==> src/verilog/mspd_pkg.sv <==
package mspd_pkg;
    // ------------------------------------------------------------
    // register map (byte addresses on apb)
    // ------------------------------------------------------------
    localparam logic [7:0] ADDR_CTRL = 8'h00;
    localparam logic [7:0] ADDR_DATA = 8'h04;
    localparam logic [7:0] ADDR_BAUD = 8'h08;
    localparam logic [7:0] ADDR_STAT = 8'h0C;
    localparam logic [7:0] ADDR_MASK = 8'h10;
    // ------------------------------------------------------------
    // control fields
    // ------------------------------------------------------------
    localparam int CTRL_MODE_LO = 0;
    localparam int CTRL_MODE_HI = 1;
    localparam int CTRL_RUN = 2;
    localparam int CTRL_REC = 3;
    localparam int CTRL_END = 4;
    localparam int CTRL_OVR = 5;
    localparam int CTRL_ARB = 6;
    localparam logic [1:0] MODE_SYNC = 2'h0;
    localparam logic [1:0] MODE_UART = 2'h1;
    localparam logic [1:0] MODE_MAST = 2'h2;
    localparam logic [1:0] MODE_SLAV = 2'h3;
    // ------------------------------------------------------------
    // interrupt status bits
    // ------------------------------------------------------------
    localparam int IRQ_END = 0;
    localparam int IRQ_OVR = 1;
    localparam int IRQ_ARB = 2;
    localparam int IRQ_W = 3;
    // ------------------------------------------------------------
    // sizes and counts
    // ------------------------------------------------------------
    localparam int DATA_W = 8;
    localparam int BUF_W = 9;
    localparam logic [3:0] BITS_LAST = 4'h7;
    localparam logic [3:0] BIT_NINTH = 4'h8;
    localparam logic [1:0] UART_PRE = 2'h3;
    localparam logic [7:0] BAUD_RESET = 8'h00;
endpackage

==> src/verilog/mspd_sync.sv <==
`timescale 1ns/1ps
// three-stage synchroniser; a change counts when stages two and three agree
module mspd_sync (
    input wire logic clk,     // system clock
    input wire logic rst_n,   // sync reset, low active
    input wire logic din,     // asynchronous pin
    output logic dout         // filtered level
);
    logic s1_reg;
    logic s2_reg;
    logic s3_reg;
    // ------------------------------------------------------------
    // stage chain
    // ------------------------------------------------------------
    always_ff @(posedge clk) begin
        if (!rst_n) begin
            s1_reg <= 1'b1;
            s2_reg <= 1'b1;
            s3_reg <= 1'b1;
            dout <= 1'b1;
        end else begin
            s1_reg <= din;
            s2_reg <= s1_reg;
            s3_reg <= s2_reg;
            if (s2_reg == s3_reg) begin
                dout <= s3_reg;
            end
        end
    end
endmodule

==> src/verilog/mspd_baud.sv <==
`timescale 1ns/1ps
// 8-bit reload counter: a tick every (reload+1) cycles, a half-period tick per toggle
module mspd_baud #(
    parameter int W = 8       // reload width
) (
    input wire logic clk,           // system clock
    input wire logic rst_n,         // sync reset, low active
    input wire logic restart,       // reload now
    input wire logic [W-1:0] reload,// reload value
    output logic tick               // one-cycle pulse
);
    logic [W-1:0] cnt_reg;
    // ------------------------------------------------------------
    // down counter, reloaded at zero
    // ------------------------------------------------------------
    always_ff @(posedge clk) begin
        if (!rst_n) begin
            cnt_reg <= '0;
            tick <= 1'b0;
        end else if (restart) begin
            cnt_reg <= reload;
            tick <= 1'b0;
        end else if (cnt_reg == '0) begin
            cnt_reg <= reload;
            tick <= 1'b1;
        end else begin
            cnt_reg <= cnt_reg - 1'b1;
            tick <= 1'b0;
        end
    end
endmodule

==> src/verilog/mspd_top.sv <==
`timescale 1ns/1ps
// How it works
// - shifter hidden, reached only via data buffer
// - data buffer nine bits, bit eight extra
// - transfer start copies buffer into shifter
// - transfer end copies shifter into buffer
// - ninth sampled bit stored in bit eight
// - serial clock from 8-bit reload counter
// - sync/master clock period 2 to 512
// - uart bit period 8 to 2048
// - master arbitration loss stops clocking at once
// - uart start on data falling edge
// - sync mode always shifts data in
// - slave raises interrupt at clock hold
module mspd_top (
    input wire logic clk,            // 250 MHz system clock
    input wire logic rst_n,          // sync reset, low active
    input wire logic psel,           // apb select
    input wire logic penable,        // apb enable
    input wire logic pwrite,         // apb direction
    input wire logic [7:0] paddr,    // apb byte address
    input wire logic [31:0] pwdata,  // apb write data
    output logic [31:0] prdata,      // apb read data
    output logic pready,             // apb ready
    output logic pslverr,            // apb error
    output logic irq,                // level interrupt
    input wire logic sck_in,         // clock line in
    output logic sck_out,            // clock line drive level
    output logic sck_oe_n,           // clock drive enable, low drives
    input wire logic sda_in,         // data line in
    output logic sda_out,            // data line drive level
    output logic sda_oe_n            // data drive enable, low drives
);
    typedef enum logic [1:0] {ST_IDLE, ST_LOW, ST_HIGH, ST_HOLD} mspd_state_type;
    mspd_state_type state_reg;
    logic [1:0] mode_reg;
    logic run_reg, rec_reg, end_reg, ovr_reg, arb_reg;
    logic [8:0] buf_reg;
    logic [7:0] baud_reg;
    logic [7:0] shift_reg;
    logic [3:0] bit_reg;
    logic [1:0] pre_reg;
    logic [2:0] stat_reg;
    logic [2:0] mask_reg;
    logic sck_s, sda_s, sck_d_reg, sda_d_reg;
    logic tick, half, restart;
    logic wr, rd, end_set, ovr_set, arb_set, go, sck_fall, sck_rise, sda_fall;
    logic out_bit;
    logic tx_bit_reg;
    logic [2:0] stat_set;
    logic [3:0] last_bit;
    logic shift_en;
    // uart frame: bit 0 start, 1..8 data, this one the stop bit
    localparam logic [3:0] BIT_STOP = mspd_pkg::BIT_NINTH + 4'h1;

    function automatic logic hit(input logic [7:0] a, input logic [7:0] r);
        hit = (a == r);
    endfunction

    // ------------------------------------------------------------
    // pin synchronisers
    // ------------------------------------------------------------
    mspd_sync u_sck (.clk(clk), .rst_n(rst_n), .din(sck_in), .dout(sck_s));
    mspd_sync u_sda (.clk(clk), .rst_n(rst_n), .din(sda_in), .dout(sda_s));

    // edge detect on filtered pins
    always_ff @(posedge clk) begin
        if (!rst_n) begin
            sck_d_reg <= 1'b1;
            sda_d_reg <= 1'b1;
        end else begin
            sck_d_reg <= sck_s;
            sda_d_reg <= sda_s;
        end
    end
    assign sck_fall = sck_d_reg & ~sck_s;
    assign sck_rise = ~sck_d_reg & sck_s;
    assign sda_fall = sda_d_reg & ~sda_s;

    // ------------------------------------------------------------
    // baud generator
    // ------------------------------------------------------------
    // tick every (baud+1) cycles is a half period: 2..512 per clock period
    mspd_baud #(.W(mspd_pkg::DATA_W)) u_baud (
        .clk(clk), .rst_n(rst_n), .restart(restart), .reload(baud_reg), .tick(tick)
    );
    // uart uses four ticks per half, giving 8..2048 per bit
    always_ff @(posedge clk) begin
        if (!rst_n || restart) begin
            pre_reg <= 2'h0;
        end else if (tick) begin
            pre_reg <= pre_reg + 2'h1;
        end
    end
    assign half = (mode_reg == mspd_pkg::MODE_UART) ? (tick && pre_reg == mspd_pkg::UART_PRE) : tick;

    // ------------------------------------------------------------
    // apb slave, zero wait states
    // ------------------------------------------------------------
    assign pready = 1'b1;
    assign wr = psel & penable & pwrite;
    assign rd = psel & ~penable & ~pwrite;
    assign pslverr = psel & penable & ~(hit(paddr, mspd_pkg::ADDR_CTRL) | hit(paddr, mspd_pkg::ADDR_DATA) |
        hit(paddr, mspd_pkg::ADDR_BAUD) | hit(paddr, mspd_pkg::ADDR_STAT) | hit(paddr, mspd_pkg::ADDR_MASK));

    // read data latched in setup so it is a flop output in access
    always_ff @(posedge clk) begin
        if (!rst_n) begin
            prdata <= 32'h0000_0000;
        end else if (rd) begin
            prdata <= 32'h0000_0000;
            if (hit(paddr, mspd_pkg::ADDR_CTRL)) begin
                prdata[6:0] <= {arb_reg, ovr_reg, end_reg, rec_reg, run_reg, mode_reg};
            end
            if (hit(paddr, mspd_pkg::ADDR_DATA)) begin
                prdata[8:0] <= buf_reg;
            end
            if (hit(paddr, mspd_pkg::ADDR_BAUD)) begin
                prdata[7:0] <= baud_reg;
            end
            if (hit(paddr, mspd_pkg::ADDR_STAT)) begin
                prdata[2:0] <= stat_reg;
            end
            if (hit(paddr, mspd_pkg::ADDR_MASK)) begin
                prdata[2:0] <= mask_reg;
            end
        end
    end

    // baud and mask registers
    always_ff @(posedge clk) begin
        if (!rst_n) begin
            baud_reg <= mspd_pkg::BAUD_RESET;
            mask_reg <= 3'h0;
        end else if (wr) begin
            if (hit(paddr, mspd_pkg::ADDR_BAUD)) begin
                baud_reg <= pwdata[7:0];
            end
            if (hit(paddr, mspd_pkg::ADDR_MASK)) begin
                mask_reg <= pwdata[2:0];
            end
        end
    end

    // ------------------------------------------------------------
    // interrupt status: set wins over write-one-to-clear
    // ------------------------------------------------------------
    always_ff @(posedge clk) begin
        if (!rst_n) begin
            stat_reg <= 3'h0;
        end else begin
            for (int i = 0; i < mspd_pkg::IRQ_W; i++) begin
                if (stat_set[i]) begin
                    stat_reg[i] <= 1'b1;
                end else if (wr && hit(paddr, mspd_pkg::ADDR_STAT) && pwdata[i]) begin
                    stat_reg[i] <= 1'b0;
                end
            end
        end
    end
    assign stat_set = {arb_set, ovr_set, end_set};
    assign irq = |(stat_reg & mask_reg);

    // ------------------------------------------------------------
    // transfer engine
    // ------------------------------------------------------------
    // uart starts itself on a falling data edge; slave on a data fall while clock high with run clear; sync and master on software run
    assign go = (state_reg == ST_IDLE) && ((mode_reg == mspd_pkg::MODE_UART && sda_fall) ||
        (run_reg && !end_reg && mode_reg != mspd_pkg::MODE_SLAV) ||
        (mode_reg == mspd_pkg::MODE_SLAV && !run_reg && !end_reg && sck_s && sda_fall));
    assign restart = go;
    // receive sends all ones; open-drain lines let peer pull low
    assign out_bit = tx_bit_reg;
    // the bit on the wire is held in its own flop so a mid-bit shift cannot disturb it
    always_ff @(posedge clk) begin
        if (!rst_n) begin
            tx_bit_reg <= 1'b1;
        end else if (go) begin
            tx_bit_reg <= rec_reg | buf_reg[mspd_pkg::DATA_W-1];
        end else if (state_reg == ST_HIGH && ((mode_reg != mspd_pkg::MODE_SLAV && half) ||
                     (mode_reg == mspd_pkg::MODE_SLAV && sck_fall))) begin
            tx_bit_reg <= rec_reg | shift_reg[mspd_pkg::DATA_W-1];
        end
    end
    // last bit slot per mode: sync eight, master nine clocks, uart through the stop bit
    assign last_bit = (mode_reg == mspd_pkg::MODE_SYNC) ? mspd_pkg::BITS_LAST :
        (mode_reg == mspd_pkg::MODE_UART) ? BIT_STOP : mspd_pkg::BIT_NINTH;
    assign shift_en = (mode_reg == mspd_pkg::MODE_UART) ? (bit_reg != '0 && bit_reg <= mspd_pkg::BIT_NINTH) :
        (bit_reg <= mspd_pkg::BITS_LAST);
    assign end_set = (state_reg != ST_IDLE) && (
        (mode_reg == mspd_pkg::MODE_SLAV && state_reg == ST_HIGH && sck_fall && bit_reg == mspd_pkg::BITS_LAST) ||
        (mode_reg != mspd_pkg::MODE_SLAV && state_reg == ST_HIGH && half && bit_reg == last_bit));
    assign arb_set = (mode_reg == mspd_pkg::MODE_MAST) && (state_reg == ST_LOW) && half &&
        out_bit && !sda_s && bit_reg <= mspd_pkg::BITS_LAST;
    assign ovr_set = end_set & end_reg;

    // shifter and bit counter; sampling on rising clock edge
    always_ff @(posedge clk) begin
        if (!rst_n) begin
            state_reg <= ST_IDLE;
            shift_reg <= 8'h00;
            bit_reg <= 4'h0;
        end else if (go) begin
            shift_reg <= buf_reg[7:0];
            bit_reg <= 4'h0;
            state_reg <= ST_LOW;
        end else if (arb_set) begin
            state_reg <= ST_IDLE;
        end else if (mode_reg == mspd_pkg::MODE_SLAV) begin
            if (state_reg == ST_LOW && sck_rise) begin
                shift_reg <= {shift_reg[6:0], sda_s};
                state_reg <= ST_HIGH;
            end else if (state_reg == ST_HIGH && sck_fall) begin
                bit_reg <= bit_reg + 4'h1;
                state_reg <= (bit_reg == mspd_pkg::BITS_LAST) ? ST_HOLD : ST_LOW;
            end else if (state_reg == ST_HOLD && !end_reg) begin
                state_reg <= ST_IDLE;
            end
        end else if (half) begin
            if (state_reg == ST_LOW) begin
                if (shift_en) begin
                    shift_reg <= {shift_reg[6:0], sda_s};
                end
                state_reg <= ST_HIGH;
            end else if (state_reg == ST_HIGH) begin
                bit_reg <= bit_reg + 4'h1;
                state_reg <= (bit_reg == last_bit) ? ST_IDLE : ST_LOW;
            end
        end
    end

    // data buffer: software write, transfer-end copy and ninth bit
    always_ff @(posedge clk) begin
        if (!rst_n) begin
            buf_reg <= 9'h000;
        end else if (end_set && (mode_reg == mspd_pkg::MODE_SLAV || mode_reg == mspd_pkg::MODE_SYNC)) begin
            buf_reg[7:0] <= shift_reg;
        end else if (end_set) begin
            buf_reg <= {sda_s, shift_reg};
        end else if (wr && hit(paddr, mspd_pkg::ADDR_DATA)) begin
            buf_reg <= pwdata[8:0];
        end
    end

    // control register; hardware events win over software writes
    always_ff @(posedge clk) begin
        if (!rst_n) begin
            mode_reg <= mspd_pkg::MODE_SYNC;
            {run_reg, rec_reg, end_reg, ovr_reg, arb_reg} <= 5'h00;
        end else begin
            if (wr && hit(paddr, mspd_pkg::ADDR_CTRL)) begin
                mode_reg <= pwdata[mspd_pkg::CTRL_MODE_HI:mspd_pkg::CTRL_MODE_LO];
                run_reg <= pwdata[mspd_pkg::CTRL_RUN];
                rec_reg <= pwdata[mspd_pkg::CTRL_REC];
                end_reg <= pwdata[mspd_pkg::CTRL_END];
                ovr_reg <= pwdata[mspd_pkg::CTRL_OVR];
                arb_reg <= pwdata[mspd_pkg::CTRL_ARB];
            end
            if (go) begin
                run_reg <= 1'b1;
            end
            if (end_set) begin
                end_reg <= 1'b1;
                if (mode_reg == mspd_pkg::MODE_UART || mode_reg == mspd_pkg::MODE_SYNC) begin
                    run_reg <= 1'b0;
                end
            end
            if (ovr_set) begin
                ovr_reg <= 1'b1;
            end
            if (arb_set) begin
                run_reg <= 1'b0;
                arb_reg <= 1'b1;
            end
        end
    end

    // ------------------------------------------------------------
    // pin drive
    // ------------------------------------------------------------
    // uart: start low at bit 0, data, stop high; others: data msb first
    always_ff @(posedge clk) begin
        if (!rst_n) begin
            sda_out <= 1'b1;
            sck_out <= 1'b1;
        end else begin
            if (state_reg == ST_IDLE) begin
                sda_out <= 1'b1;
            end else if (mode_reg == mspd_pkg::MODE_UART) begin
                sda_out <= (bit_reg == 4'h0 && !rec_reg) ? 1'b0 : (bit_reg == BIT_STOP) ? 1'b1 : out_bit;
            end else begin
                sda_out <= out_bit;
            end
            sck_out <= !(state_reg == ST_HOLD || (mode_reg != mspd_pkg::MODE_SLAV && state_reg == ST_LOW));
        end
    end
    assign sda_oe_n = sda_out;
    assign sck_oe_n = (mode_reg == mspd_pkg::MODE_UART) ? 1'b1 : sck_out;

    a_slave_hold: assert property (@(posedge clk) disable iff (!rst_n)
        (mode_reg == mspd_pkg::MODE_SLAV && end_set) |=> ##1 (state_reg == ST_HOLD && !sck_oe_n))
        else $error("slave did not hold clock after eighth");
    a_arb_stop: assert property (@(posedge clk) disable iff (!rst_n)
        arb_set |=> (state_reg == ST_IDLE && !run_reg && arb_reg))
        else $error("arbitration loss did not stop transfer");
    a_load_shift: assert property (@(posedge clk) disable iff (!rst_n)
        go |=> shift_reg == $past(buf_reg[7:0]))
        else $error("shifter not loaded at start");
    a_end_copy: assert property (@(posedge clk) disable iff (!rst_n)
        (end_set && mode_reg == mspd_pkg::MODE_UART) |=> buf_reg == {$past(sda_s), $past(shift_reg)})
        else $error("ninth bit not stored");
    a_end_flag: assert property (@(posedge clk) disable iff (!rst_n)
        (end_set && mode_reg == mspd_pkg::MODE_UART) |=> end_reg && !run_reg)
        else $error("uart end flags wrong");
    a_uart_auto: assert property (@(posedge clk) disable iff (!rst_n)
        (state_reg == ST_IDLE && mode_reg == mspd_pkg::MODE_UART && sda_fall) |=> run_reg && state_reg == ST_LOW)
        else $error("uart did not start on falling edge");
    a_irq_level: assert property (@(posedge clk) disable iff (!rst_n)
        (end_set && mask_reg[mspd_pkg::IRQ_END]) |=> irq)
        else $error("interrupt not raised");
    a_sync_rx: assert property (@(posedge clk) disable iff (!rst_n)
        (mode_reg == mspd_pkg::MODE_SYNC && state_reg == ST_LOW && half && bit_reg < mspd_pkg::BIT_NINTH)
        |=> shift_reg[0] == $past(sda_s))
        else $error("sync mode did not shift in");
endmodule

==> config.mk <==
export PLATFORM = sky130hd
export DESIGN_NAME = mspd_top
export DESIGN_NICKNAME = d
export VERILOG_FILES = /design/src/verilog/mspd_pkg.sv /design/src/verilog/mspd_sync.sv /design/src/verilog/mspd_baud.sv /design/src/verilog/mspd_top.sv
export SDC_FILE = /design/constraint.sdc
export NUM_CORES = 1
export LEC_CHECK = 0
export ABC_AREA = 1
export BUFFER_PORTS_ARGS = -buffer_cell sky130_fd_sc_hd__buf_2
export CORE_UTILIZATION = 55
export CTS_BUF_LIST = sky130_fd_sc_hd__clkbuf_4
export CTS_CLUSTER_SIZE = 12
export DETAILED_ROUTE_END_ITERATION = 16
export HOLD_SLACK_MARGIN = 0.06
export PLACE_DENSITY = 0.88
export SYNTH_ARGS = -nofsm -noshare
export SYNTH_HDL_FRONTEND = slang
export SYNTH_SLANG_ARGS = --single-unit
==> constraint.sdc <==
create_clock -name clk -period 2 [get_ports clk]
set_clock_uncertainty 0.1 [all_clocks]
set_input_delay 0.1 -clock clk [delete_from_list [all_inputs] [get_ports clk]]
set_output_delay 0.1 -clock clk [all_outputs]
set_load 0.005 [all_outputs]
==> flow_summary.json <==
{
  "status": "completed",
  "clock_sinks": 77,
  "numCtsBuffers": 9,
  "htree_levels": 3,
  "crit_fanout": 5,
  "crit_chain": "inv_1, ha_2, buf_4, or2_2, buf_2",
  "slowest_delay_ps": 380,
  "routed_via_density": 5.51,
  "remaining_drc_errors": 0,
  "drt_wl_total_um": 10900,
  "place_inst": 743,
  "dr.pass1.iters": 7,
  "synth_cell_type_count": 39,
  "power_mw": 3.33,
  "fill_cells": 605,
  "layout-drive-gt1-share": 0.170,
  "dieHeight_um": 89.9,
  "cts_tree": "done",
  "antenna_found_initial": 0,
  "port-buffer-count": 38,
  "routabilityCongestion": 0.934,
  "drt_iter0_markers": 453,
  "leakage_nw": 2.24,
  "end_kind": "output port",
  "hpwlAfterDp_um": 7630,
  "worst_slew_pin_slew_ps": 732,
  "fin_area_sq_mm": 0.00486,
  "period_share": 0.949,
  "crit_path_start_kind": "register",
  "syn_to_final_growth_pct": 14.5,
  "final_cell_count_no_fill": 780,
  "clk_pin_slew_worst_paths_ps": 140,
  "async_reset_ff_frac": 0,
  "grt_start_max_net_pins": 48,
  "place_area_sq_mm": 0.00447,
  "seq_area_frac_synth": 0.363,
  "critical_path_class": "reg2out",
  "cp.required_ps": 1800,
  "synth-edff-count": 0,
  "maxCapViolations": 0,
  "finalSetupViolCount": 0,
  "die_area_sq_mm": 0.00808,
  "clk_latency_ps": 450,
  "row_count": 31,
  "hold_class": "in2reg",
  "synth_warnings": 0,
  "synth_top_area_share": 0.363,
  "slew_viol_final": 0,
  "synth-main-ff-cell": "dfxtp_1",
  "avgSynthCellArea_sq_um": 6.94,
  "ant_nets": 0,
  "n_antenna_cell": 0,
  "period_minus_slack_ps": 1900,
  "layout_commonest_cell": "nand2_1",
  "netlist_area_sq_mm": 0.00425,
  "coreArea_sq_mm": 0.00737,
  "groute.usage.overall": 0.272,
  "die_w_um": 89.9,
  "ys_top_cells_by_area": "dfxtp_1 (36%), nand2_1 (11%), nand3_1 (7.7%)",
  "ios": 86,
  "layout_common_cells": "nand2_1 (130), dfxtp_1 (75), nor2_1 (66)",
  "crit_slowest_cell": "dfxtp_2",
  "vias": 4296,
  "initial_utilization": 0.577,
  "final_hold_viol_count": 0,
  "root_buffer": "clkbuf_4",
  "synthCells": 612,
  "slew_headroom": 0.511,
  "ys_ff_latch": 77,
  "clock_path_buffers": 2,
  "power_density_mw_per_mm2": 684,
  "avgRoutedWirePerCell_um": 13.9,
  "arrival_ps": 1700,
  "synth_top_cell_by_area": "dfxtp_1",
  "vdd_ir_drop_max_mv": 0.265,
  "grt_overflow": 0,
  "fmaxAchievable_mhz": 527,
  "grt_pass1_vias": 3894,
  "grt_pass1_wl_um": 17800,
  "fin_nets": 733
}
[path summary, 6_finish.rpt]
path	depth (start not counted)	slack, ps	end	from
max	5	100	sck_oe_n	mode_reg[1]$_SDFFE_PN0P_
max reg2reg	11	110	state_reg[0]$_SDFFE_PN0P_	mode_reg[1]$_SDFFE_PN0P_
min reg2reg	1	330	u_sda.s2_reg$_SDFF_PN1_	u_sda.s1_reg$_SDFF_PN1_
min	4	80	prdata[8]$_SDFFE_PN0P_	pwrite
[synthesized netlist by cell type (7+ instances only)]
| library cell | n |
|---|---|
| ha_1 | 10 |
| dfxtp_1 | 77 |
| nand4_1 | 18 |
| buf_4 | 26 |
| nor2_1 | 68 |
| inv_1 | 55 |
| nand2_1 | 130 |
| or2_2 | 7 |
| o21ai_0 | 38 |
| nor3_1 | 12 |
| nand3_1 | 65 |
| buf_2 | 9 |
| a21oi_1 | 34 |
[power breakdown]
part | internal, mW | total, mW | switching, mW
registers | 1.63 | 1.69 | 0.0633
clock network | 0.269 | 0.877 | 0.608
logic | 0.290 | 0.762 | 0.472
total | 2.19 | 3.33 | 1.14
[cell families after synthesis]
| family | synth area share |
|---|---|
| adders and majority gates | 0.0294 |
| AOI/OAI and AO/OA | 0.110 |
| DFF | 0.363 |
| and+or+nand+nor | 0.358 |
| other | 0.00177 |
| xor gates and xnor gates | 0.0165 |
| buffers and inverters | 0.122 |
[critical path, delay by kind of cell, from the launching register on]
kind	cells	cell delay, ps
and+or+nand+nor	1	290
buffers and inverters	3	370
DFF	1	380
adders and majority gates	1	210
[layer usage]
layer | global-route usage | routed length (um) | up-vias
li1 | - | - | 2086
met1 | 0.337 | 4280 | 1912
met2 | 0.455 | 5230 | 253
met3 | 0.0457 | 951 | 45
met4 | 0.137 | 399 | 0
met5 | 0 | 0 | -
[stage by stage]
step,hold slack [ps],setup slack [ps],utilization,TNS (ps)
after global placement,186,85.1,0.607,0
after floorplan,107,242,-,0
after CTS,63.9,2.00,0.649,0
final,82.6,103,0.660,0
after detailed placement,188,21.4,0.607,0
after global routing,102,-0.247,0.660,-0.247
[repair_timing]
item / CTS / global route
endpoints found under the setup margin: 0 / 28
hold endpoints to repair: 37 / 0
gates resized for setup: 0 / 15
hold buffers: 18 / 0
setup buffers: 0 / 2
[layout make-up]
class / instances / area, sq um / area share
clock buffers: 9 / 67.6 / 0.0139
inverters: 62 / 236 / 0.0486
multi-input cells: 453 / 2330 / 0.480
repair buffers: 73 / 502 / 0.103
clock inverters: 7 / 57.6 / 0.0118
flip-flops and latches: 77 / 1540 / 0.317
well taps: 99 / 124 / 0.0255
(Power assumes the default switching activity.)
